## src/logic/pft_pkg.sv

```systemverilog
// Constants, register map and delay tables of the protection fault timers.
// Behaviour
// RULE1 - Power-good fall waits 0-15 ms in 1 ms steps.
// RULE2 - Power-good rise waits 0-15 ms.
// RULE3 - I/V conversions start every 102.4 us.
// RULE4 - A temperature conversion starts every 200 ms.
// RULE5 - A gate still high 10 ms into a fault flags a stuck discharge.
// RULE6 - Fast discharge pulses the pull-down once for 15 us.
// RULE7 - Turn-off starts within 1 us of a trigger; in cool-down or retry a trigger returns to run and clears gate_off.
// RULE8 - The fault pin stays asserted at least 20 us.
// RULE9 - Retry cool-down is 0 to 64 s.
// RULE10 - Retry-ok must persist 0, 0.5, 1, 2, 3, 4, 6 or 8 s.
// RULE11 - The first power-down step lasts a 10-bit count of 25 ns units.
// RULE12 - Undervoltage waits a 0 to 1000 ms delay.
// RULE13 - Overvoltage waits a 0 to 1000 ms delay.
// RULE14 - Input overvoltage is seen in 2 us, then filtered 0 to 1000 us.
// RULE15 - Output undervoltage waits 0 to 1000 ms.
// RULE16 - Watchdog period is 5 to 15000 ms.
// RULE17 - Code 110 gives the longest listed delay.
package pft_pkg;
  localparam int CLK_NS      = 4;
  localparam int MS_NS       = 1000000;
  localparam int US_NS       = 1000;
  localparam int T_ADC_IV_NS = 102400;
  localparam int T_HOLD_NS   = 20000;
  localparam int T_FAST_NS   = 15000;
  localparam int STEP_NS     = 25;
  localparam int T_DISCH_MS  = 10;
  localparam int T_TEMP_MS   = 200;
  localparam int US_CYCLES   = US_NS / CLK_NS;
  localparam int FAST_CYCLES = (T_FAST_NS + CLK_NS - 1) / CLK_NS;

  localparam logic [7:0] A_CTRL  = 8'h00;
  localparam logic [7:0] A_CFG   = 8'h04;
  localparam logic [7:0] A_STAT  = 8'h08;
  localparam logic [7:0] A_IRQ   = 8'h0c;
  localparam logic [7:0] A_MASK  = 8'h10;
  localparam logic [7:0] A_KICK  = 8'h14;
  localparam logic [31:0] CTRL_RST = 32'h0000_0000;
  localparam logic [31:0] CFG_RST  = 32'h0000_0000;

  // Field positions in CTRL.
  localparam int F_RISE = 0;
  localparam int F_FALL = 4;
  localparam int F_UV   = 8;
  localparam int F_OV   = 12;
  localparam int F_OVIN = 16;
  localparam int F_OUV  = 20;
  localparam int F_COOL = 24;
  localparam int F_RTRY = 28;
  // Field positions in CFG.
  localparam int F_STEP = 0;
  localparam int F_FAST = 12;
  localparam int F_REN  = 13;
  localparam int F_WSEL = 16;
  localparam int F_WEN  = 20;
  // Pin order; low IRQ bits too.
  localparam int P_UV   = 0;
  localparam int P_OV   = 1;
  localparam int P_OVIN = 2;
  localparam int P_OUV  = 3;
  localparam int P_PG   = 4;
  localparam int P_VGS  = 5;
  localparam int P_ROK  = 6;
  localparam int E_WDOG = 4;
  localparam int E_SGD  = 5;
  localparam int NEV    = 6;

  typedef enum logic [1:0] {ST_RUN, ST_FAULT, ST_COOL, ST_RETRY} pft_state_t;

  function automatic logic [16:0] pft_fault_ms(input logic [2:0] c);
    unique case (c)
      3'h0: pft_fault_ms = 17'h0;
      3'h1: pft_fault_ms = 17'd1;
      3'h2: pft_fault_ms = 17'd5;
      3'h3: pft_fault_ms = 17'd10;
      3'h4: pft_fault_ms = 17'd50;
      3'h5: pft_fault_ms = 17'd100;
      3'h6, 3'h7: pft_fault_ms = 17'd1000; // [RULE17]
    endcase
  endfunction

  function automatic logic [16:0] pft_ovin_us(input logic [2:0] c);
    unique case (c)
      3'h0: pft_ovin_us = 17'h0;
      3'h1: pft_ovin_us = 17'd10;
      3'h2: pft_ovin_us = 17'd20;
      3'h3: pft_ovin_us = 17'd50;
      3'h4: pft_ovin_us = 17'd100;
      3'h5: pft_ovin_us = 17'd200;
      3'h6, 3'h7: pft_ovin_us = 17'd1000; // [RULE17]
    endcase
  endfunction

  function automatic logic [16:0] pft_cool_ms(input logic [2:0] c);
    unique case (c)
      3'h0: pft_cool_ms = 17'h0;
      3'h1: pft_cool_ms = 17'd1000;
      3'h2: pft_cool_ms = 17'd2000;
      3'h3: pft_cool_ms = 17'd4000;
      3'h4: pft_cool_ms = 17'd8000;
      3'h5: pft_cool_ms = 17'd16000;
      3'h6, 3'h7: pft_cool_ms = 17'd64000; // [RULE17]
    endcase
  endfunction

  function automatic logic [16:0] pft_retry_ms(input logic [2:0] c);
    unique case (c)
      3'h0: pft_retry_ms = 17'h0;
      3'h1: pft_retry_ms = 17'd500;
      3'h2: pft_retry_ms = 17'd1000;
      3'h3: pft_retry_ms = 17'd2000;
      3'h4: pft_retry_ms = 17'd3000;
      3'h5: pft_retry_ms = 17'd4000;
      3'h6: pft_retry_ms = 17'd6000;
      3'h7: pft_retry_ms = 17'd8000;
    endcase
  endfunction

  function automatic logic [16:0] pft_wdog_ms(input logic [3:0] c);
    unique case (c)
      4'h0: pft_wdog_ms = 17'd5;
      4'h1: pft_wdog_ms = 17'd10;
      4'h2: pft_wdog_ms = 17'd20;
      4'h3: pft_wdog_ms = 17'd50;
      4'h4: pft_wdog_ms = 17'd100;
      4'h5: pft_wdog_ms = 17'd200;
      4'h6: pft_wdog_ms = 17'd500;
      4'h7: pft_wdog_ms = 17'd1000;
      4'h8: pft_wdog_ms = 17'd2000;
      4'h9: pft_wdog_ms = 17'd3000;
      4'ha: pft_wdog_ms = 17'd4000;
      4'hb: pft_wdog_ms = 17'd5000;
      4'hc: pft_wdog_ms = 17'd6000;
      4'hd: pft_wdog_ms = 17'd8000;
      4'he: pft_wdog_ms = 17'd10000;
      4'hf: pft_wdog_ms = 17'd15000;
    endcase
  endfunction
endpackage

```

## src/logic/pft_timers.sv

```systemverilog
// Protection fault timers with an AXI4-Lite register port.
`timescale 1ns/1ps
module pft_timers #(
  parameter int MS_CYCLES     = pft_pkg::MS_NS / pft_pkg::CLK_NS,
  parameter int ADC_IV_CYCLES = pft_pkg::T_ADC_IV_NS / pft_pkg::CLK_NS,
  parameter int HOLD_CYCLES   = (pft_pkg::T_HOLD_NS + pft_pkg::CLK_NS - 1) / pft_pkg::CLK_NS
)(
  input  logic        mclk,
  input  logic        arst_n,
  input  logic        ce,
  input  logic [7:0]  s_axi_awaddr,
  input  logic        s_axi_awvalid,
  output logic        s_axi_awready,
  input  logic [31:0] s_axi_wdata,
  input  logic [3:0]  s_axi_wstrb,
  input  logic        s_axi_wvalid,
  output logic        s_axi_wready,
  output logic [1:0]  s_axi_bresp,
  output logic        s_axi_bvalid,
  input  logic        s_axi_bready,
  input  logic [7:0]  s_axi_araddr,
  input  logic        s_axi_arvalid,
  output logic        s_axi_arready,
  output logic [31:0] s_axi_rdata,
  output logic [1:0]  s_axi_rresp,
  output logic        s_axi_rvalid,
  input  logic        s_axi_rready,
  input  logic        input_low_in,
  input  logic        input_high_in,
  input  logic        fast_input_high_in,
  input  logic        output_low_in,
  input  logic        power_ok_in,
  input  logic        gate_low_in,
  input  logic        retry_ok_in,
  output logic        power_good,
  output logic        adc_iv_start,
  output logic        adc_temp_start,
  output logic        gate_step1_off,
  output logic        gate_off,
  output logic        fast_pull_down,
  output logic        fault_o,
  output logic        fault_oe,
  output logic        irq
);

  ////////////////////////////////////////////////////////////////////////////
  logic [1:0]              rst_sync_ff;
  logic                    rst_n;
  logic [6:0]              pin1_ff;
  logic [6:0]              pin_ff;

  always_ff @(posedge mclk or negedge arst_n)
  begin
    if (!arst_n)
      rst_sync_ff <= 2'h0;
    else
      rst_sync_ff <= {rst_sync_ff[0], 1'b1};
  end
  assign rst_n = rst_sync_ff[1];

  // Pins pass two flops before any use.
  always_ff @(posedge mclk or negedge rst_n)
  begin
    if (!rst_n)
    begin
      pin1_ff <= 7'h0;
      pin_ff  <= 7'h0;
    end
    else if (ce)
    begin
      pin1_ff <= {retry_ok_in, gate_low_in, power_ok_in, output_low_in,
                  fast_input_high_in, input_high_in, input_low_in};
      pin_ff  <= pin1_ff;
    end
  end

  ////////////////////////////////////////////////////////////////////////////
  logic [31:0]             ctrl_ff;
  logic [31:0]             cfg_ff;
  logic [pft_pkg::NEV-1:0] irq_stat_ff;
  logic [pft_pkg::NEV-1:0] irq_mask_ff;
  logic [pft_pkg::NEV-1:0] ev;
  logic                    aw_hold_ff;
  logic                    w_hold_ff;
  logic [7:0]              awaddr_ff;
  logic [31:0]             wdata_ff;
  logic [3:0]              wstrb_ff;
  logic                    bvalid_ff;
  logic [1:0]              bresp_ff;
  logic                    rvalid_ff;
  logic [1:0]              rresp_ff;
  logic [31:0]             rdata_ff;
  logic                    wr_go;
  logic                    kick;
  logic [31:0]             status;
  logic [31:0]             wmask;

  function automatic logic map_ok(input logic [7:0] a);
    map_ok = a == pft_pkg::A_CTRL || a == pft_pkg::A_CFG || a == pft_pkg::A_STAT ||
             a == pft_pkg::A_IRQ || a == pft_pkg::A_MASK || a == pft_pkg::A_KICK;
  endfunction

  assign s_axi_awready = ~aw_hold_ff & ~bvalid_ff;
  assign s_axi_wready  = ~w_hold_ff & ~bvalid_ff;
  assign s_axi_bvalid  = bvalid_ff;
  assign s_axi_bresp   = bresp_ff;
  assign s_axi_arready = ~rvalid_ff;
  assign s_axi_rvalid  = rvalid_ff;
  assign s_axi_rresp   = rresp_ff;
  assign s_axi_rdata   = rdata_ff;
  assign wr_go = aw_hold_ff & w_hold_ff & ~bvalid_ff;
  assign kick  = wr_go && awaddr_ff == pft_pkg::A_KICK;
  assign wmask = {{8{wstrb_ff[3]}}, {8{wstrb_ff[2]}}, {8{wstrb_ff[1]}}, {8{wstrb_ff[0]}}};

  // Address and data may come in either order.
  always_ff @(posedge mclk or negedge rst_n)
  begin
    if (!rst_n)
    begin
      aw_hold_ff <= 1'b0;
      w_hold_ff  <= 1'b0;
      awaddr_ff  <= 8'h0;
      wdata_ff   <= 32'h0;
      wstrb_ff   <= 4'h0;
      bvalid_ff  <= 1'b0;
      bresp_ff   <= 2'h0;
    end
    else if (ce)
    begin
      if (s_axi_awvalid && s_axi_awready)
      begin
        aw_hold_ff <= 1'b1;
        awaddr_ff  <= {s_axi_awaddr[7:2], 2'h0};
      end
      if (s_axi_wvalid && s_axi_wready)
      begin
        w_hold_ff <= 1'b1;
        wdata_ff  <= s_axi_wdata;
        wstrb_ff  <= s_axi_wstrb;
      end
      if (wr_go)
      begin
        aw_hold_ff <= 1'b0;
        w_hold_ff  <= 1'b0;
        bvalid_ff  <= 1'b1;
        bresp_ff   <= map_ok(awaddr_ff) ? 2'h0 : 2'h2;
      end
      else if (bvalid_ff && s_axi_bready)
        bvalid_ff <= 1'b0;
    end
  end

  always_ff @(posedge mclk or negedge rst_n)
  begin
    if (!rst_n)
    begin
      ctrl_ff     <= pft_pkg::CTRL_RST;
      cfg_ff      <= pft_pkg::CFG_RST;
      irq_mask_ff <= '0;
    end
    else if (ce && wr_go)
    begin
      if (awaddr_ff == pft_pkg::A_CTRL)
        ctrl_ff <= (ctrl_ff & ~wmask) | (wdata_ff & wmask);
      if (awaddr_ff == pft_pkg::A_CFG)
        cfg_ff <= (cfg_ff & ~wmask) | (wdata_ff & wmask);
      if (awaddr_ff == pft_pkg::A_MASK)
        irq_mask_ff <= (irq_mask_ff & ~wmask[pft_pkg::NEV-1:0]) | (wdata_ff[pft_pkg::NEV-1:0] & wmask[pft_pkg::NEV-1:0]);
    end
  end

  // A new event wins over a same-cycle clear.
  always_ff @(posedge mclk or negedge rst_n)
  begin
    if (!rst_n)
      irq_stat_ff <= '0;
    else if (ce)
    begin
      if (wr_go && awaddr_ff == pft_pkg::A_IRQ)
        irq_stat_ff <= (irq_stat_ff & ~(wdata_ff[pft_pkg::NEV-1:0] & wmask[pft_pkg::NEV-1:0])) | ev;
      else
        irq_stat_ff <= irq_stat_ff | ev;
    end
  end
  assign irq = |(irq_stat_ff & irq_mask_ff);

  always_ff @(posedge mclk or negedge rst_n)
  begin
    if (!rst_n)
    begin
      rvalid_ff <= 1'b0;
      rresp_ff  <= 2'h0;
      rdata_ff  <= 32'h0;
    end
    else if (ce)
    begin
      if (s_axi_arvalid && s_axi_arready)
      begin
        rvalid_ff <= 1'b1;
        rresp_ff  <= map_ok({s_axi_araddr[7:2], 2'h0}) ? 2'h0 : 2'h2;
        unique case ({s_axi_araddr[7:2], 2'h0})
          pft_pkg::A_CTRL: rdata_ff <= ctrl_ff;
          pft_pkg::A_CFG:  rdata_ff <= cfg_ff;
          pft_pkg::A_STAT: rdata_ff <= status;
          pft_pkg::A_IRQ:  rdata_ff <= 32'(irq_stat_ff);
          pft_pkg::A_MASK: rdata_ff <= 32'(irq_mask_ff);
          default:         rdata_ff <= 32'h0;
        endcase
      end
      else if (rvalid_ff && s_axi_rready)
        rvalid_ff <= 1'b0;
    end
  end

  ////////////////////////////////////////////////////////////////////////////
  logic [7:0]              us_cnt_ff;
  logic [19:0]             ms_cnt_ff;
  logic                    us_tick;
  logic                    ms_tick;
  logic [15:0]             iv_cnt_ff;
  logic [7:0]              temp_cnt_ff;
  logic                    iv_start_ff;
  logic                    temp_start_ff;

  assign us_tick = us_cnt_ff == 8'(pft_pkg::US_CYCLES - 1);
  assign ms_tick = ms_cnt_ff == 20'(MS_CYCLES - 1);

  always_ff @(posedge mclk or negedge rst_n)
  begin
    if (!rst_n)
    begin
      us_cnt_ff <= 8'h0;
      ms_cnt_ff <= 20'h0;
    end
    else if (ce)
    begin
      us_cnt_ff <= us_tick ? 8'h0 : us_cnt_ff + 8'h1;
      ms_cnt_ff <= ms_tick ? 20'h0 : ms_cnt_ff + 20'h1;
    end
  end

  always_ff @(posedge mclk or negedge rst_n)
  begin
    if (!rst_n)
    begin
      iv_cnt_ff     <= 16'h0;
      temp_cnt_ff   <= 8'h0;
      iv_start_ff   <= 1'b0;
      temp_start_ff <= 1'b0;
    end
    else if (ce)
    begin
      iv_start_ff <= iv_cnt_ff == 16'(ADC_IV_CYCLES - 1); // [RULE3]
      iv_cnt_ff   <= iv_cnt_ff == 16'(ADC_IV_CYCLES - 1) ? 16'h0 : iv_cnt_ff + 16'h1;
      temp_start_ff <= ms_tick && temp_cnt_ff == 8'(pft_pkg::T_TEMP_MS - 1); // [RULE4]
      if (ms_tick)
        temp_cnt_ff <= temp_cnt_ff == 8'(pft_pkg::T_TEMP_MS - 1) ? 8'h0 : temp_cnt_ff + 8'h1;
    end
  end
  assign adc_iv_start   = iv_start_ff;
  assign adc_temp_start = temp_start_ff;

  ////////////////////////////////////////////////////////////////////////////
  logic [3:0]              pg_cnt_ff;
  logic                    pg_ff;
  logic [3:0]              pg_sel;

  // The output follows the pin once it has differed for the selected time.
  assign pg_sel = pin_ff[pft_pkg::P_PG] ? ctrl_ff[pft_pkg::F_RISE +: 4] : ctrl_ff[pft_pkg::F_FALL +: 4];

  always_ff @(posedge mclk or negedge rst_n)
  begin
    if (!rst_n)
    begin
      pg_cnt_ff <= 4'h0;
      pg_ff     <= 1'b0;
    end
    else if (ce)
    begin
      if (pin_ff[pft_pkg::P_PG] == pg_ff)
        pg_cnt_ff <= 4'h0;
      else if (pg_cnt_ff >= pg_sel) // [RULE1] [RULE2]
      begin
        pg_ff     <= pin_ff[pft_pkg::P_PG];
        pg_cnt_ff <= 4'h0;
      end
      else if (ms_tick)
        pg_cnt_ff <= pg_cnt_ff + 4'h1;
    end
  end
  assign power_good = pg_ff;

  ////////////////////////////////////////////////////////////////////////////
  logic [16:0]             q_cnt_ff [4];
  logic [3:0]              q_ff;
  logic [16:0]             q_tgt [4];
  logic [3:0]              q_tick;
  logic [3:0]              q_ev;

  always_comb
  begin
    q_tgt[pft_pkg::P_UV]   = pft_pkg::pft_fault_ms(ctrl_ff[pft_pkg::F_UV +: 3]); // [RULE12]
    q_tgt[pft_pkg::P_OV]   = pft_pkg::pft_fault_ms(ctrl_ff[pft_pkg::F_OV +: 3]); // [RULE13]
    q_tgt[pft_pkg::P_OVIN] = pft_pkg::pft_ovin_us(ctrl_ff[pft_pkg::F_OVIN +: 3]); // [RULE14]
    q_tgt[pft_pkg::P_OUV]  = pft_pkg::pft_fault_ms(ctrl_ff[pft_pkg::F_OUV +: 3]); // [RULE15]
    q_tick = {ms_tick, us_tick, ms_tick, ms_tick};
    for (int i = 0; i < 4; i++)
      q_ev[i] = pin_ff[i] & ~q_ff[i] & (q_cnt_ff[i] >= q_tgt[i]);
  end

  // Each fault condition must hold for its delay; a drop restarts the count.
  always_ff @(posedge mclk or negedge rst_n)
  begin
    if (!rst_n)
    begin
      q_ff <= 4'h0;
      for (int i = 0; i < 4; i++)
        q_cnt_ff[i] <= 17'h0;
    end
    else if (ce)
    begin
      for (int i = 0; i < 4; i++)
      begin
        if (!pin_ff[i])
        begin
          q_ff[i]     <= 1'b0;
          q_cnt_ff[i] <= 17'h0;
        end
        else if (q_ev[i])
          q_ff[i] <= 1'b1;
        else if (q_tick[i] && !q_ff[i])
          q_cnt_ff[i] <= q_cnt_ff[i] + 17'h1;
      end
    end
  end

  ////////////////////////////////////////////////////////////////////////////
  pft_pkg::pft_state_t     state_ff;
  logic [16:0]             tmr_ff;
  logic [16:0]             wd_cnt_ff;
  logic                    wd_exp;
  logic                    trig;
  logic                    disch_done_ff;
  logic                    vgs_seen_ff;
  logic                    sgd_ev;
  logic [12:0]             pd_cnt_ff;
  logic [12:0]             step_cyc;
  logic                    step1_ff;
  logic                    gate_off_ff;
  logic                    fast_ff;
  logic [15:0]             hold_cnt_ff;
  logic                    fault_ff;

  assign wd_exp = state_ff == pft_pkg::ST_RUN && cfg_ff[pft_pkg::F_WEN] &&
                  wd_cnt_ff >= pft_pkg::pft_wdog_ms(cfg_ff[pft_pkg::F_WSEL +: 4]); // [RULE16]
  assign trig   = |q_ev | wd_exp; // [RULE7]
  assign sgd_ev = state_ff == pft_pkg::ST_FAULT && !disch_done_ff && ms_tick &&
                  tmr_ff == 17'(pft_pkg::T_DISCH_MS - 1) && !vgs_seen_ff; // [RULE5]
  assign ev     = {sgd_ev, wd_exp, q_ev};
  // Rounded up so the first step never ends early.
  assign step_cyc = 13'((17'(cfg_ff[pft_pkg::F_STEP +: 10]) * 17'(pft_pkg::STEP_NS) +
                         17'(pft_pkg::CLK_NS - 1)) / 17'(pft_pkg::CLK_NS)); // [RULE11]

  always_ff @(posedge mclk or negedge rst_n)
  begin
    if (!rst_n)
      wd_cnt_ff <= 17'h0;
    else if (ce)
    begin
      if (kick || wd_exp || state_ff != pft_pkg::ST_RUN || !cfg_ff[pft_pkg::F_WEN])
        wd_cnt_ff <= 17'h0;
      else if (ms_tick)
        wd_cnt_ff <= wd_cnt_ff + 17'h1;
    end
  end

  always_ff @(posedge mclk or negedge rst_n)
  begin
    if (!rst_n)
    begin
      state_ff      <= pft_pkg::ST_RUN;
      tmr_ff        <= 17'h0;
      disch_done_ff <= 1'b0;
      vgs_seen_ff   <= 1'b0;
    end
    else if (ce)
    begin
      unique case (state_ff)
        pft_pkg::ST_RUN:
          if (trig)
          begin
            state_ff      <= pft_pkg::ST_FAULT;
            tmr_ff        <= 17'h0;
            disch_done_ff <= 1'b0;
            vgs_seen_ff   <= 1'b0;
          end
        pft_pkg::ST_FAULT:
        begin
          if (pin_ff[pft_pkg::P_VGS])
            vgs_seen_ff <= 1'b1;
          if (!disch_done_ff && ms_tick)
          begin
            tmr_ff <= tmr_ff + 17'h1;
            if (tmr_ff == 17'(pft_pkg::T_DISCH_MS - 1)) // [RULE5]
              disch_done_ff <= 1'b1;
          end
          if (disch_done_ff && q_ff == 4'h0 && cfg_ff[pft_pkg::F_REN])
          begin
            state_ff <= pft_pkg::ST_COOL;
            tmr_ff   <= 17'h0;
          end
        end
        pft_pkg::ST_COOL:
          if (|q_ev)
            state_ff <= pft_pkg::ST_RUN;
          else if (tmr_ff >= pft_pkg::pft_cool_ms(ctrl_ff[pft_pkg::F_COOL +: 3])) // [RULE9] [RULE17]
          begin
            state_ff <= pft_pkg::ST_RETRY;
            tmr_ff   <= 17'h0;
          end
          else if (ms_tick)
            tmr_ff <= tmr_ff + 17'h1;
        pft_pkg::ST_RETRY:
          if (|q_ev)
            state_ff <= pft_pkg::ST_RUN;
          else if (!pin_ff[pft_pkg::P_ROK])
            tmr_ff <= 17'h0;
          else if (tmr_ff >= pft_pkg::pft_retry_ms(ctrl_ff[pft_pkg::F_RTRY +: 3])) // [RULE10]
            state_ff <= pft_pkg::ST_RUN;
          else if (ms_tick)
            tmr_ff <= tmr_ff + 17'h1;
      endcase
    end
  end

  // A fault in cool-down or retry returns the state to run;
  // its event has already set q_ff, so no trigger is left to reopen fault.
  always_ff @(posedge mclk or negedge rst_n)
  begin
    if (!rst_n)
    begin
      pd_cnt_ff   <= 13'h0;
      step1_ff    <= 1'b0;
      gate_off_ff <= 1'b0;
      fast_ff     <= 1'b0;
    end
    else if (ce)
    begin
      if (state_ff == pft_pkg::ST_RUN && trig)
      begin
        pd_cnt_ff <= 13'h0;
        if (cfg_ff[pft_pkg::F_FAST])
        begin
          fast_ff     <= 1'b1; // [RULE6]
          gate_off_ff <= 1'b1; // [RULE7]
        end
        else
          step1_ff <= 1'b1; // [RULE7] [RULE11]
      end
      else if (state_ff == pft_pkg::ST_RUN)
      begin
        step1_ff    <= 1'b0;
        gate_off_ff <= 1'b0;
        fast_ff     <= 1'b0;
      end
      else if (fast_ff)
      begin
        pd_cnt_ff <= pd_cnt_ff + 13'h1;
        if (pd_cnt_ff == 13'(pft_pkg::FAST_CYCLES - 1)) // [RULE6]
          fast_ff <= 1'b0;
      end
      else if (step1_ff)
      begin
        pd_cnt_ff <= pd_cnt_ff + 13'h1;
        if (pd_cnt_ff + 13'h1 >= step_cyc) // [RULE11]
        begin
          step1_ff    <= 1'b0;
          gate_off_ff <= 1'b1;
        end
      end
    end
  end

  always_ff @(posedge mclk or negedge rst_n)
  begin
    if (!rst_n)
    begin
      hold_cnt_ff <= 16'h0;
      fault_ff    <= 1'b0;
    end
    else if (ce)
    begin
      if (state_ff == pft_pkg::ST_RUN && trig)
        hold_cnt_ff <= 16'(HOLD_CYCLES); // [RULE8]
      else if (hold_cnt_ff != 16'h0)
        hold_cnt_ff <= hold_cnt_ff - 16'h1;
      fault_ff <= (state_ff != pft_pkg::ST_RUN) || (hold_cnt_ff > 16'h1); // [RULE8]
    end
  end

  assign gate_step1_off = step1_ff;
  assign gate_off       = gate_off_ff;
  assign fast_pull_down = fast_ff;
  assign fault_o        = 1'b0;
  assign fault_oe       = fault_ff;
  assign status = {16'h0, 4'(q_ff), 2'h0, 2'(state_ff), 3'h0, fault_ff, fast_ff, gate_off_ff, step1_ff, pg_ff};

endmodule

```

## config.mk

```make
export PLATFORM = sky130hd
export DESIGN_NAME = pft_timers
export DESIGN_NICKNAME = d
export VERILOG_FILES = /design/src/logic/pft_pkg.sv /design/src/logic/pft_timers.sv
export SDC_FILE = /design/constraint.sdc
export NUM_CORES = 1
export LEC_CHECK = 0
export ABC_AREA = 1
export BUFFER_PORTS_ARGS = -buffer_cell sky130_fd_sc_hd__buf_4
export CELL_PAD_IN_SITES_DETAIL_PLACEMENT = 1
export CELL_PAD_IN_SITES_GLOBAL_PLACEMENT = 2
export CORE_ASPECT_RATIO = 0.8
export CORE_UTILIZATION = 34
export CTS_CLUSTER_DIAMETER = 200
export DETAILED_ROUTE_END_ITERATION = 12
export PLACE_DENSITY = 0.77
export SKIP_CTS_REPAIR_TIMING = 1
export SLEW_MARGIN = 30
export SYNTH_ARGS = -nofsm -noshare
export SYNTH_HDL_FRONTEND = slang
export SYNTH_SLANG_ARGS = --single-unit
```

## constraint.sdc

```tcl
create_clock -name mclk -period 10.2 [get_ports mclk]
set_clock_uncertainty 0.05 [all_clocks]
set_input_delay 2.04 -clock mclk [delete_from_list [all_inputs] [get_ports mclk]]
set_output_delay 2.04 -clock mclk [all_outputs]
set_load 0.02 [all_outputs]
```

==> flow_results.xml, run 1 <==
<?xml version="1.0" encoding="UTF-8"?>
<metrics>
  <group name="route">
    <metric name="total_routed_length" unit="mm">68.4</metric>
    <metric name="postRouteAntennaNets" unit="">0</metric>
    <metric name="vias_after_detailed_routing" unit="">19600</metric>
    <metric name="drc_errors" unit="">0</metric>
    <metric name="detail_route.vias_per_cell" unit="">5.09</metric>
    <metric name="route.detailed.wl_per_inst" unit="µm">17.8</metric>
    <metric name="first_iter_violations" unit="">953</metric>
    <metric name="firstDrtPassIters" unit="">7</metric>
  </group>
  <group name="critical_path">
    <metric name="critPathLaunchType" unit="">register</metric>
    <metric name="rr_worst_depth" unit="">16</metric>
    <metric name="critical-path-top-cell-by-count" unit="">nand2_1</metric>
    <metric name="critPathMaxStageDelay" unit="ps">600</metric>
    <metric name="crit_type" unit="">register to register</metric>
    <metric name="timing.critical_path.arrival" unit="ps">5020</metric>
    <metric name="cp_slowest_cell" unit="">o311ai_0</metric>
    <metric name="path_cells" unit="">inv_1 -&gt; ha_1 -&gt; o311ai_0 -&gt; ha_1 -&gt; a21oi_1 -&gt; o21ai_0 -&gt; nand2_1 -&gt; nand3_1 -&gt; nand2_1 -&gt; nand4_1 -&gt; nand2_1 -&gt; nand4_1 -&gt; nand2_1 -&gt; nand2_1 -&gt; nand2_1 -&gt; o21ai_0</metric>
    <metric name="cp_max_fo" unit="">21</metric>
    <metric name="worst_setup_path_end_kind" unit="">register</metric>
    <metric name="worst_ep_required_time" unit="ps">10570</metric>
  </group>
  <group name="layout">
    <metric name="fraction_of_layout_cells_with_a_size_suffix_above_1" unit="">0.0842</metric>
    <metric name="number_of_non_filler_instances_in_the_completed_layout" unit="">3844</metric>
    <metric name="antenna_cells" unit="">0</metric>
    <metric name="syn2layout_area_growth" unit="%">14.0</metric>
    <metric name="layout.nets" unit="">3210</metric>
    <metric name="fin_util" unit="">0.396</metric>
    <metric name="finalInstanceArea" unit="µm²">25600</metric>
  </group>
  <group name="die">
    <metric name="pin_count" unit="">117</metric>
    <metric name="core-area" unit="µm²">64700</metric>
    <metric name="dieWidth" unit="µm">289</metric>
    <metric name="die_h" unit="µm">232</metric>
    <metric name="design.die.area" unit="µm²">67100</metric>
    <metric name="floorplan.rows" unit="">83</metric>
    <metric name="floorplan.initialDensity" unit="">0.347</metric>
  </group>
  <group name="flow_run">
    <metric name="cap_viol_max_count" unit="">0</metric>
  </group>
  <group name="power">
    <metric name="irDropWorstVdd" unit="mV">0.107</metric>
    <metric name="pleak" unit="nW">12.6</metric>
    <metric name="power" unit="mW">5.80</metric>
    <metric name="power.density_cell_area" unit="nW/µm²">227</metric>
  </group>
  <group name="clock_network">
    <metric name="cts_sinks" unit="">374</metric>
    <metric name="clkTransAtPathRegs" unit="ps">60</metric>
    <metric name="cts-buffers-inserted" unit="">45</metric>
    <metric name="tritoncts" unit="">built</metric>
    <metric name="cts-root-to-sink-buffers" unit="">3</metric>
    <metric name="clk-insertion-delay-late" unit="ps">590</metric>
    <metric name="cts_max_level" unit="">2</metric>
    <metric name="clockRootBuffer" unit="">clkbuf_16</metric>
  </group>
  <group name="synthesis">
    <metric name="yosys_register_bits" unit="">374</metric>
    <metric name="synth_mux_area_frac" unit="">0.00267</metric>
    <metric name="yosys_most_used_dff" unit="">dfrtp_1</metric>
    <metric name="synth_edf_count" unit="">0</metric>
    <metric name="synthCells" unit="">2870</metric>
    <metric name="synth.yosys.warnings" unit="">0</metric>
    <metric name="synth-simple-area-share" unit="">0.251</metric>
    <metric name="avgSynthCellArea" unit="µm²">7.83</metric>
    <metric name="netlist-cell-type-count" unit="">63</metric>
    <metric name="synth_xor_xnor_area_share" unit="">0.0304</metric>
    <metric name="netlist_area" unit="µm²">22500</metric>
    <metric name="synth_adder_area_share" unit="">0.104</metric>
    <metric name="postSynth.asyncResetShare" unit="">1.00</metric>
    <metric name="ys_seq_area_frac" unit="">0.417</metric>
    <metric name="synth_top_family_by_area" unit="">simple AND/OR/NAND/NOR gates</metric>
    <metric name="synth_compound_area_frac" unit="">0.116</metric>
  </group>
  <group name="grt">
    <metric name="grt_overflow_total" unit="">0</metric>
    <metric name="vias_in_the_first_global_route" unit="">20900</metric>
    <metric name="grt_first_pass_wirelength" unit="mm">112</metric>
    <metric name="grt_max_degree" unit="">151</metric>
    <metric name="global_route.usage.total" unit="">0.209</metric>
    <metric name="grt_antenna_before_repair" unit="">0</metric>
  </group>
  <group name="placement">
    <metric name="instance_area_at_placement" unit="µm²">24100</metric>
    <metric name="portBuffers" unit="">109</metric>
    <metric name="place_inst" unit="">3763</metric>
    <metric name="post-place-ws" unit="ps">5170</metric>
    <metric name="globalplace.congestion" unit="">0.862</metric>
    <metric name="hpwl" unit="mm">50.8</metric>
  </group>
  <group name="timing">
    <metric name="final_period_util" unit="">0.456</metric>
    <metric name="peak_clock_frequency_supported_by_timing" unit="MHz">215</metric>
    <metric name="finalHoldViolCount" unit="">0</metric>
    <metric name="worst_slack" unit="ps">5550</metric>
    <metric name="setup_viol" unit="">0</metric>
    <metric name="rsz_0062_raised_after_global_routing" unit="">no</metric>
    <metric name="finalCriticalPeriod" unit="ps">4650</metric>
    <metric name="final.setup.tns" unit="ps">0</metric>
    <metric name="slew_violations" unit="">0</metric>
    <metric name="whs" unit="ps">294</metric>
    <metric name="tightestPinTransition" unit="ps">931</metric>
    <metric name="maxSlewHeadroom" unit="">0.379</metric>
  </group>
  <group name="min_path">
    <metric name="hold_path.class" unit="">register to async pin</metric>
  </group>
  <group name="status">
    <metric name="run_status" unit="">completed</metric>
  </group>
</metrics>
## where the power goes
group	switching (mW)	internal [mW]	leakage (nW)
logic	1.39	0.707	6.95
clock network	0.670	0.978	0.720
registers	0.295	1.77	4.90
total	2.35	3.45	12.6
## cell usage after synthesis (all sizes together) (5+ instances only)
cell type,count,area [µm²]
nand2,718,2730
a21oi,120,604
ha,178,2230
xor2,64,561
o22ai,7,43.8
nor4,28,175
nand3,152,806
xnor2,14,123
o21ai,267,1350
nand3b,5,37.5
a22oi,24,180
dfrtp,374,9360
a31oi,7,43.8
o21a,9,67.6
o31ai,15,113
mux2i,6,60.1
nor3,87,477
inv,377,1420
fa,5,100
clkbuf,50,189
buf,28,171
and3,9,56.3
nand4,55,350
nor2,219,868
or2,15,93.8
## layout by cell type (no fill, tap or decap), types with 5 or more instances in the layout
cell type  count
clkbuf_16     46
o31ai_1       15
inv_1        366
buf_4        117
nand2_1      709
mux2i_1        6
o21ai_0      248
nor4_1        27
nor2_1       212
a22oi_1       24
clkbuf_1      13
o21a_1         9
nand3_1      145
nand3_2        5
and3_1         9
fa_1           5
nor3_1        78
clkinv_2       5
o22ai_1        7
or2_2         14
clkbuf_8      10
nand4_1       54
o21ai_1       16
a21oi_1      119
nand2_2        7
ha_1         178
nand3b_1       5
a31oi_1        7
dfrtp_1      373
xnor2_1       14
inv_2         10
nor3_2         8
xor2_1        64
## worst paths after layout
kind | endpoint | from | slack, ps
max | wd_cnt_ff[10] | register | 5550
min in group mclk | rst_sync_ff[1] | rst_sync_ff[0] | 310
min | iv_cnt_ff[8] | rst_sync_ff[1] | 290
min reg2reg | iv_cnt_ff[8] | rst_sync_ff[1] | 290
max reg2reg | wd_cnt_ff[10] | register | 5550
max in group asynchronous | async pin | rst_sync_ff[1] | 7930
## cell families after synthesis
| logic type | Yosys count |
|---|---|
| adders and majority gates | 183 |
| xor gates and xnor gates | 78 |
| DFF | 374 |
| and+or+nand+nor | 1294 |
| AOI/OAI and AO/OA | 474 |
| other | 2 |
| muxes | 6 |
| buffers and inverters | 459 |
## worst max-delay path: cells and delay by family, from the launching register on
kind | cells | cell delay [ps]
buffers and inverters | 1 | 180
adder cells (fa/ha/maj) | 2 | 630
AO/OA/AOI/OAI | 4 | 920
AND/OR/NAND/NOR | 9 | 2120
flip-flops | 1 | 580
## routing by layer
layer  global-route usage  vias to the layer above  part of all wire
met4               0.0546                        0             0.023
li1                     -                     9579                 -
met2                0.323                      263              0.43
met1                0.300                     9640              0.50
met3               0.0336                       91             0.042
met5                    0                        -                 0
## cell type report
type	instances	area (µm²)
fill	7836	39100
multi-input combinational	2039	11300
sequential	374	9360
inverter	381	1430
clock buffer	69	1340
tap	850	1060
timing repair buffer	119	910
clock inverter	12	156
Power figures use the tool's default switching activity.
==> inputs of run 2 (changes only) <==
--- a/config.mk
+++ b/config.mk
@@ -5,15 +5,15 @@
 export SDC_FILE = /design/constraint.sdc
 export NUM_CORES = 1
 export LEC_CHECK = 0
-export ABC_AREA = 1
+export ABC_AREA = 0
 export BUFFER_PORTS_ARGS = -buffer_cell sky130_fd_sc_hd__buf_4
 export CELL_PAD_IN_SITES_DETAIL_PLACEMENT = 1
 export CELL_PAD_IN_SITES_GLOBAL_PLACEMENT = 2
 export CORE_ASPECT_RATIO = 0.8
-export CORE_UTILIZATION = 34
+export CORE_UTILIZATION = 37
 export CTS_CLUSTER_DIAMETER = 200
 export DETAILED_ROUTE_END_ITERATION = 12
-export PLACE_DENSITY = 0.77
+export PLACE_DENSITY = 0.76
 export SKIP_CTS_REPAIR_TIMING = 1
 export SLEW_MARGIN = 30
 export SYNTH_ARGS = -nofsm -noshare
==> constraint.sdc (replaced) <==
create_clock -name mclk -period 4.2 [get_ports mclk]
set_clock_uncertainty 0.05 [all_clocks]
set_input_delay 0.84 -clock mclk [delete_from_list [all_inputs] [get_ports mclk]]
set_output_delay 0.84 -clock mclk [all_outputs]
set_load 0.02 [all_outputs]
==> flow_results.xml, run 2 <==
<?xml version="1.0" encoding="UTF-8"?>
<metrics>
  <group name="synthesis">
    <metric name="avgSynthCellArea" unit="µm²">10.2</metric>
    <metric name="most_frequent_cell_after_synthesis" unit="">dfrtp_1</metric>
    <metric name="synth_adder_area_share" unit="">0.111</metric>
    <metric name="synthCells" unit="">2057</metric>
    <metric name="netlist_top_cells_area" unit="">dfrtp_1 45%, ha_1 11%, mux2_2 6.9%</metric>
    <metric name="leading_area_contributor_after_synthesis" unit="">dfrtp_1</metric>
    <metric name="synth_top_family_by_area" unit="">simple AND/OR/NAND/NOR gates</metric>
    <metric name="netlist_area" unit="µm²">20900</metric>
    <metric name="yosys_most_used_dff" unit="">dfrtp_1</metric>
    <metric name="netlist_top_cells_count" unit="">374 x dfrtp_1, 213 x nand2_1, 178 x ha_1</metric>
    <metric name="synth.yosys.warnings" unit="">0</metric>
    <metric name="synth-simple-area-share" unit="">0.167</metric>
    <metric name="netlist-cell-type-count" unit="">81</metric>
    <metric name="synth_xor_xnor_area_share" unit="">0.0435</metric>
    <metric name="synth_top_area_frac" unit="">0.447</metric>
    <metric name="yosys_register_bits" unit="">374</metric>
    <metric name="ys_seq_area_frac" unit="">0.447</metric>
    <metric name="synth_mux_area_frac" unit="">0.0790</metric>
    <metric name="synth_compound_area_frac" unit="">0.124</metric>
    <metric name="postSynth.asyncResetShare" unit="">1.00</metric>
    <metric name="synth_edf_count" unit="">0</metric>
  </group>
  <group name="placement">
    <metric name="hpwl" unit="mm">42.8</metric>
    <metric name="place_inst" unit="">2917</metric>
    <metric name="globalplace.congestion" unit="">0.816</metric>
    <metric name="post-place-ws" unit="ps">-265</metric>
    <metric name="instance_area_at_placement" unit="µm²">23000</metric>
    <metric name="portBuffers" unit="">109</metric>
  </group>
  <group name="timing">
    <metric name="finalCriticalPeriod" unit="ps">4130</metric>
    <metric name="rsz_0062_raised_after_global_routing" unit="">yes</metric>
    <metric name="tightestPinTransition" unit="ps">895</metric>
    <metric name="maxSlewHeadroom" unit="">0.401</metric>
    <metric name="slew_violations" unit="">0</metric>
    <metric name="worst_slack" unit="ps">67.2</metric>
    <metric name="setup_viol" unit="">0</metric>
    <metric name="final_period_util" unit="">0.984</metric>
    <metric name="finalHoldViolCount" unit="">0</metric>
    <metric name="peak_clock_frequency_supported_by_timing" unit="MHz">242</metric>
  </group>
  <group name="power">
    <metric name="switching_fraction" unit="">0.352</metric>
    <metric name="cellInternalPower" unit="mW">8.43</metric>
    <metric name="sequentialPowerShare" unit="">0.392</metric>
    <metric name="irDropWorstVdd" unit="mV">0.293</metric>
    <metric name="switching_power" unit="mW">4.57</metric>
    <metric name="power.density_cell_area" unit="nW/µm²">524</metric>
    <metric name="power.combinational.fraction" unit="">0.300</metric>
    <metric name="pleak" unit="nW">11.6</metric>
    <metric name="clockPowerShare" unit="">0.308</metric>
    <metric name="power" unit="mW">13.0</metric>
  </group>
  <group name="min_path">
    <metric name="holdCritStartpoint" unit="">rst_sync_ff[0]</metric>
    <metric name="hold_path.class" unit="">register to register</metric>
  </group>
  <group name="grt">
    <metric name="grt_first_pass_wirelength" unit="mm">95.6</metric>
    <metric name="vias_in_the_first_global_route" unit="">17100</metric>
    <metric name="grt_overflow_total" unit="">0</metric>
    <metric name="grt_max_degree" unit="">101</metric>
    <metric name="grt_antenna_before_repair" unit="">4</metric>
    <metric name="global_route.usage.total" unit="">0.209</metric>
  </group>
  <group name="critical_path">
    <metric name="cp_max_fo" unit="">4</metric>
    <metric name="crit_type" unit="">register to register</metric>
    <metric name="worst_setup_path_end_kind" unit="">register</metric>
    <metric name="critical-path-top-cell-by-count" unit="">ha_4</metric>
    <metric name="timing.critical_path.arrival" unit="ps">4540</metric>
    <metric name="cp_slowest_cell" unit="">fa_1</metric>
    <metric name="path_cells" unit="">buf_6 -&gt; ha_4 -&gt; ha_4 -&gt; fa_1 -&gt; ha_4 -&gt; a21oi_4 -&gt; nor2b_2 -&gt; o21a_1 -&gt; or4_4 -&gt; a31o_4 -&gt; a21oi_2 -&gt; xor2_1 -&gt; ha_2 -&gt; o21ai_2 -&gt; a21oi_2 -&gt; o211a_1 -&gt; o22a_1</metric>
    <metric name="critPathLaunchType" unit="">register</metric>
    <metric name="critPathMaxStageDelay" unit="ps">560</metric>
    <metric name="worst_ep_required_time" unit="ps">4600</metric>
  </group>
  <group name="die">
    <metric name="pin_count" unit="">117</metric>
    <metric name="die_h" unit="µm">215</metric>
    <metric name="dieWidth" unit="µm">268</metric>
    <metric name="core-area" unit="µm²">55600</metric>
    <metric name="design.die.area" unit="µm²">57500</metric>
    <metric name="floorplan.initialDensity" unit="">0.376</metric>
    <metric name="floorplan.rows" unit="">77</metric>
  </group>
  <group name="clock_network">
    <metric name="cts_sinks" unit="">374</metric>
    <metric name="cts-buffers-inserted" unit="">44</metric>
    <metric name="cts-root-to-sink-buffers" unit="">3</metric>
    <metric name="cts_max_level" unit="">2</metric>
    <metric name="tritoncts" unit="">built</metric>
    <metric name="clkTransAtPathRegs" unit="ps">60</metric>
    <metric name="clk-insertion-delay-late" unit="ps">580</metric>
    <metric name="clockRootBuffer" unit="">clkbuf_16</metric>
  </group>
  <group name="route">
    <metric name="detail_route.vias_per_cell" unit="">5.41</metric>
    <metric name="total_routed_length" unit="mm">59.2</metric>
    <metric name="vias_after_detailed_routing" unit="">16200</metric>
    <metric name="first_iter_violations" unit="">810</metric>
    <metric name="postRouteAntennaNets" unit="">0</metric>
    <metric name="firstDrtPassIters" unit="">5</metric>
    <metric name="route.detailed.wl_per_inst" unit="µm">19.7</metric>
    <metric name="drc_errors" unit="">0</metric>
  </group>
  <group name="layout">
    <metric name="ff_latch_area" unit="µm²">9370</metric>
    <metric name="multi_input_comb_area" unit="µm²">11300</metric>
    <metric name="final_cell_mix" unit="">365 x dfrtp_1, 213 x nand2_1, 169 x buf_4</metric>
    <metric name="syn2layout_area_growth" unit="%">18.7</metric>
    <metric name="fraction_of_layout_cells_with_a_size_suffix_above_1" unit="">0.202</metric>
    <metric name="most_common_cell_after_layout_fill_and_taps_aside" unit="">dfrtp_1</metric>
    <metric name="layout.nets" unit="">2468</metric>
    <metric name="fin_util" unit="">0.447</metric>
    <metric name="finalInstanceArea" unit="µm²">24800</metric>
    <metric name="number_of_non_filler_instances_in_the_completed_layout" unit="">3003</metric>
    <metric name="filler_cell_count" unit="">6118</metric>
  </group>
  <group name="status">
    <metric name="run_status" unit="">completed</metric>
  </group>
  <group name="flow_run">
    <metric name="cap_viol_max_count" unit="">0</metric>
  </group>
</metrics>
[run 2: cell types whose count changed after synthesis, moves of 62 or more]
cell	before	now
o21ai_0	248	124
nand2_1	709	213
nor2_1	212	150
inv_1	367	78
nand3_1	146	69
mux2_2	0	129
[run 2: metrics by stage]
stage / setup TNS, ps / hold WS [ps]
finish: 0 / 311
global route: -170 / 317
CTS: -448 / -47.0
detailed placement: -397 / 300
global placement: -185 / 288
floorplan: 0 / 281
[run 2: worst max-delay path, delay by kind of cell (launching register included)]
family	cells	cell delay [ps]
xor+xnor	1	170
buf+inv	1	140
flops	1	450
simple gates	2	580
compound gates	8	1220
fa+ha+maj	5	1410
[run 2: per-layer routing]
layer	routed length [µm]	vias up	global-route usage
li1	-	7668	-
met1	29000	8276	0.304
met2	26500	205	0.321
met3	2280	92	0.0356
met4	1340	6	0.0531
met5	41	-	0
[run 2: logic make-up (layout without fill, tap and decap cells)]
kind of cell	after synthesis	in the layout
AND/OR/NAND/NOR	704	704
AO/OA/AOI/OAI	397	397
flip-flops	374	374
adder cells (fa/ha/maj)	183	183
multiplexers	149	149
buffers and inverters	144	337
XOR/XNOR	104	104
other	2	5
[run 2: power by group through the flow]
stage / Clock (mW) / Sequential (mW) / Combinational [mW]
6_report: 4.00 / 5.10 / 3.90
2_1_floorplan: 0 / 4.84 / 2.63
4_1_cts: 4.12 / 5.08 / 3.80
3_5_place_dp: 0 / 5.14 / 3.76
5_1_grt: 4.26 / 5.22 / 4.38
3_3_place_gp: 0 / 5.09 / 3.61
[run 2: cell type report]
type	instances	share of cell area
multi-input cells	1541	0.454
flip-flops and latches	374	0.377
repair buffers	179	0.0577
clock buffers	61	0.0518
well taps	750	0.0378
inverters	78	0.0118
clock inverters	19	0.00907
diodes	1	0.000101
[run 2: worst paths after layout]
path,endpoint,slack [ps],depth (start not counted)
setup / recovery,gate_off,70,17
hold / removal,rst_sync_ff[1],310,0
setup reg to reg,gate_off,70,17
hold reg to reg,rst_sync_ff[1],310,0
max in group asynchronous,async pin,2600,1
min in group asynchronous,tmr_ff[7],400,0
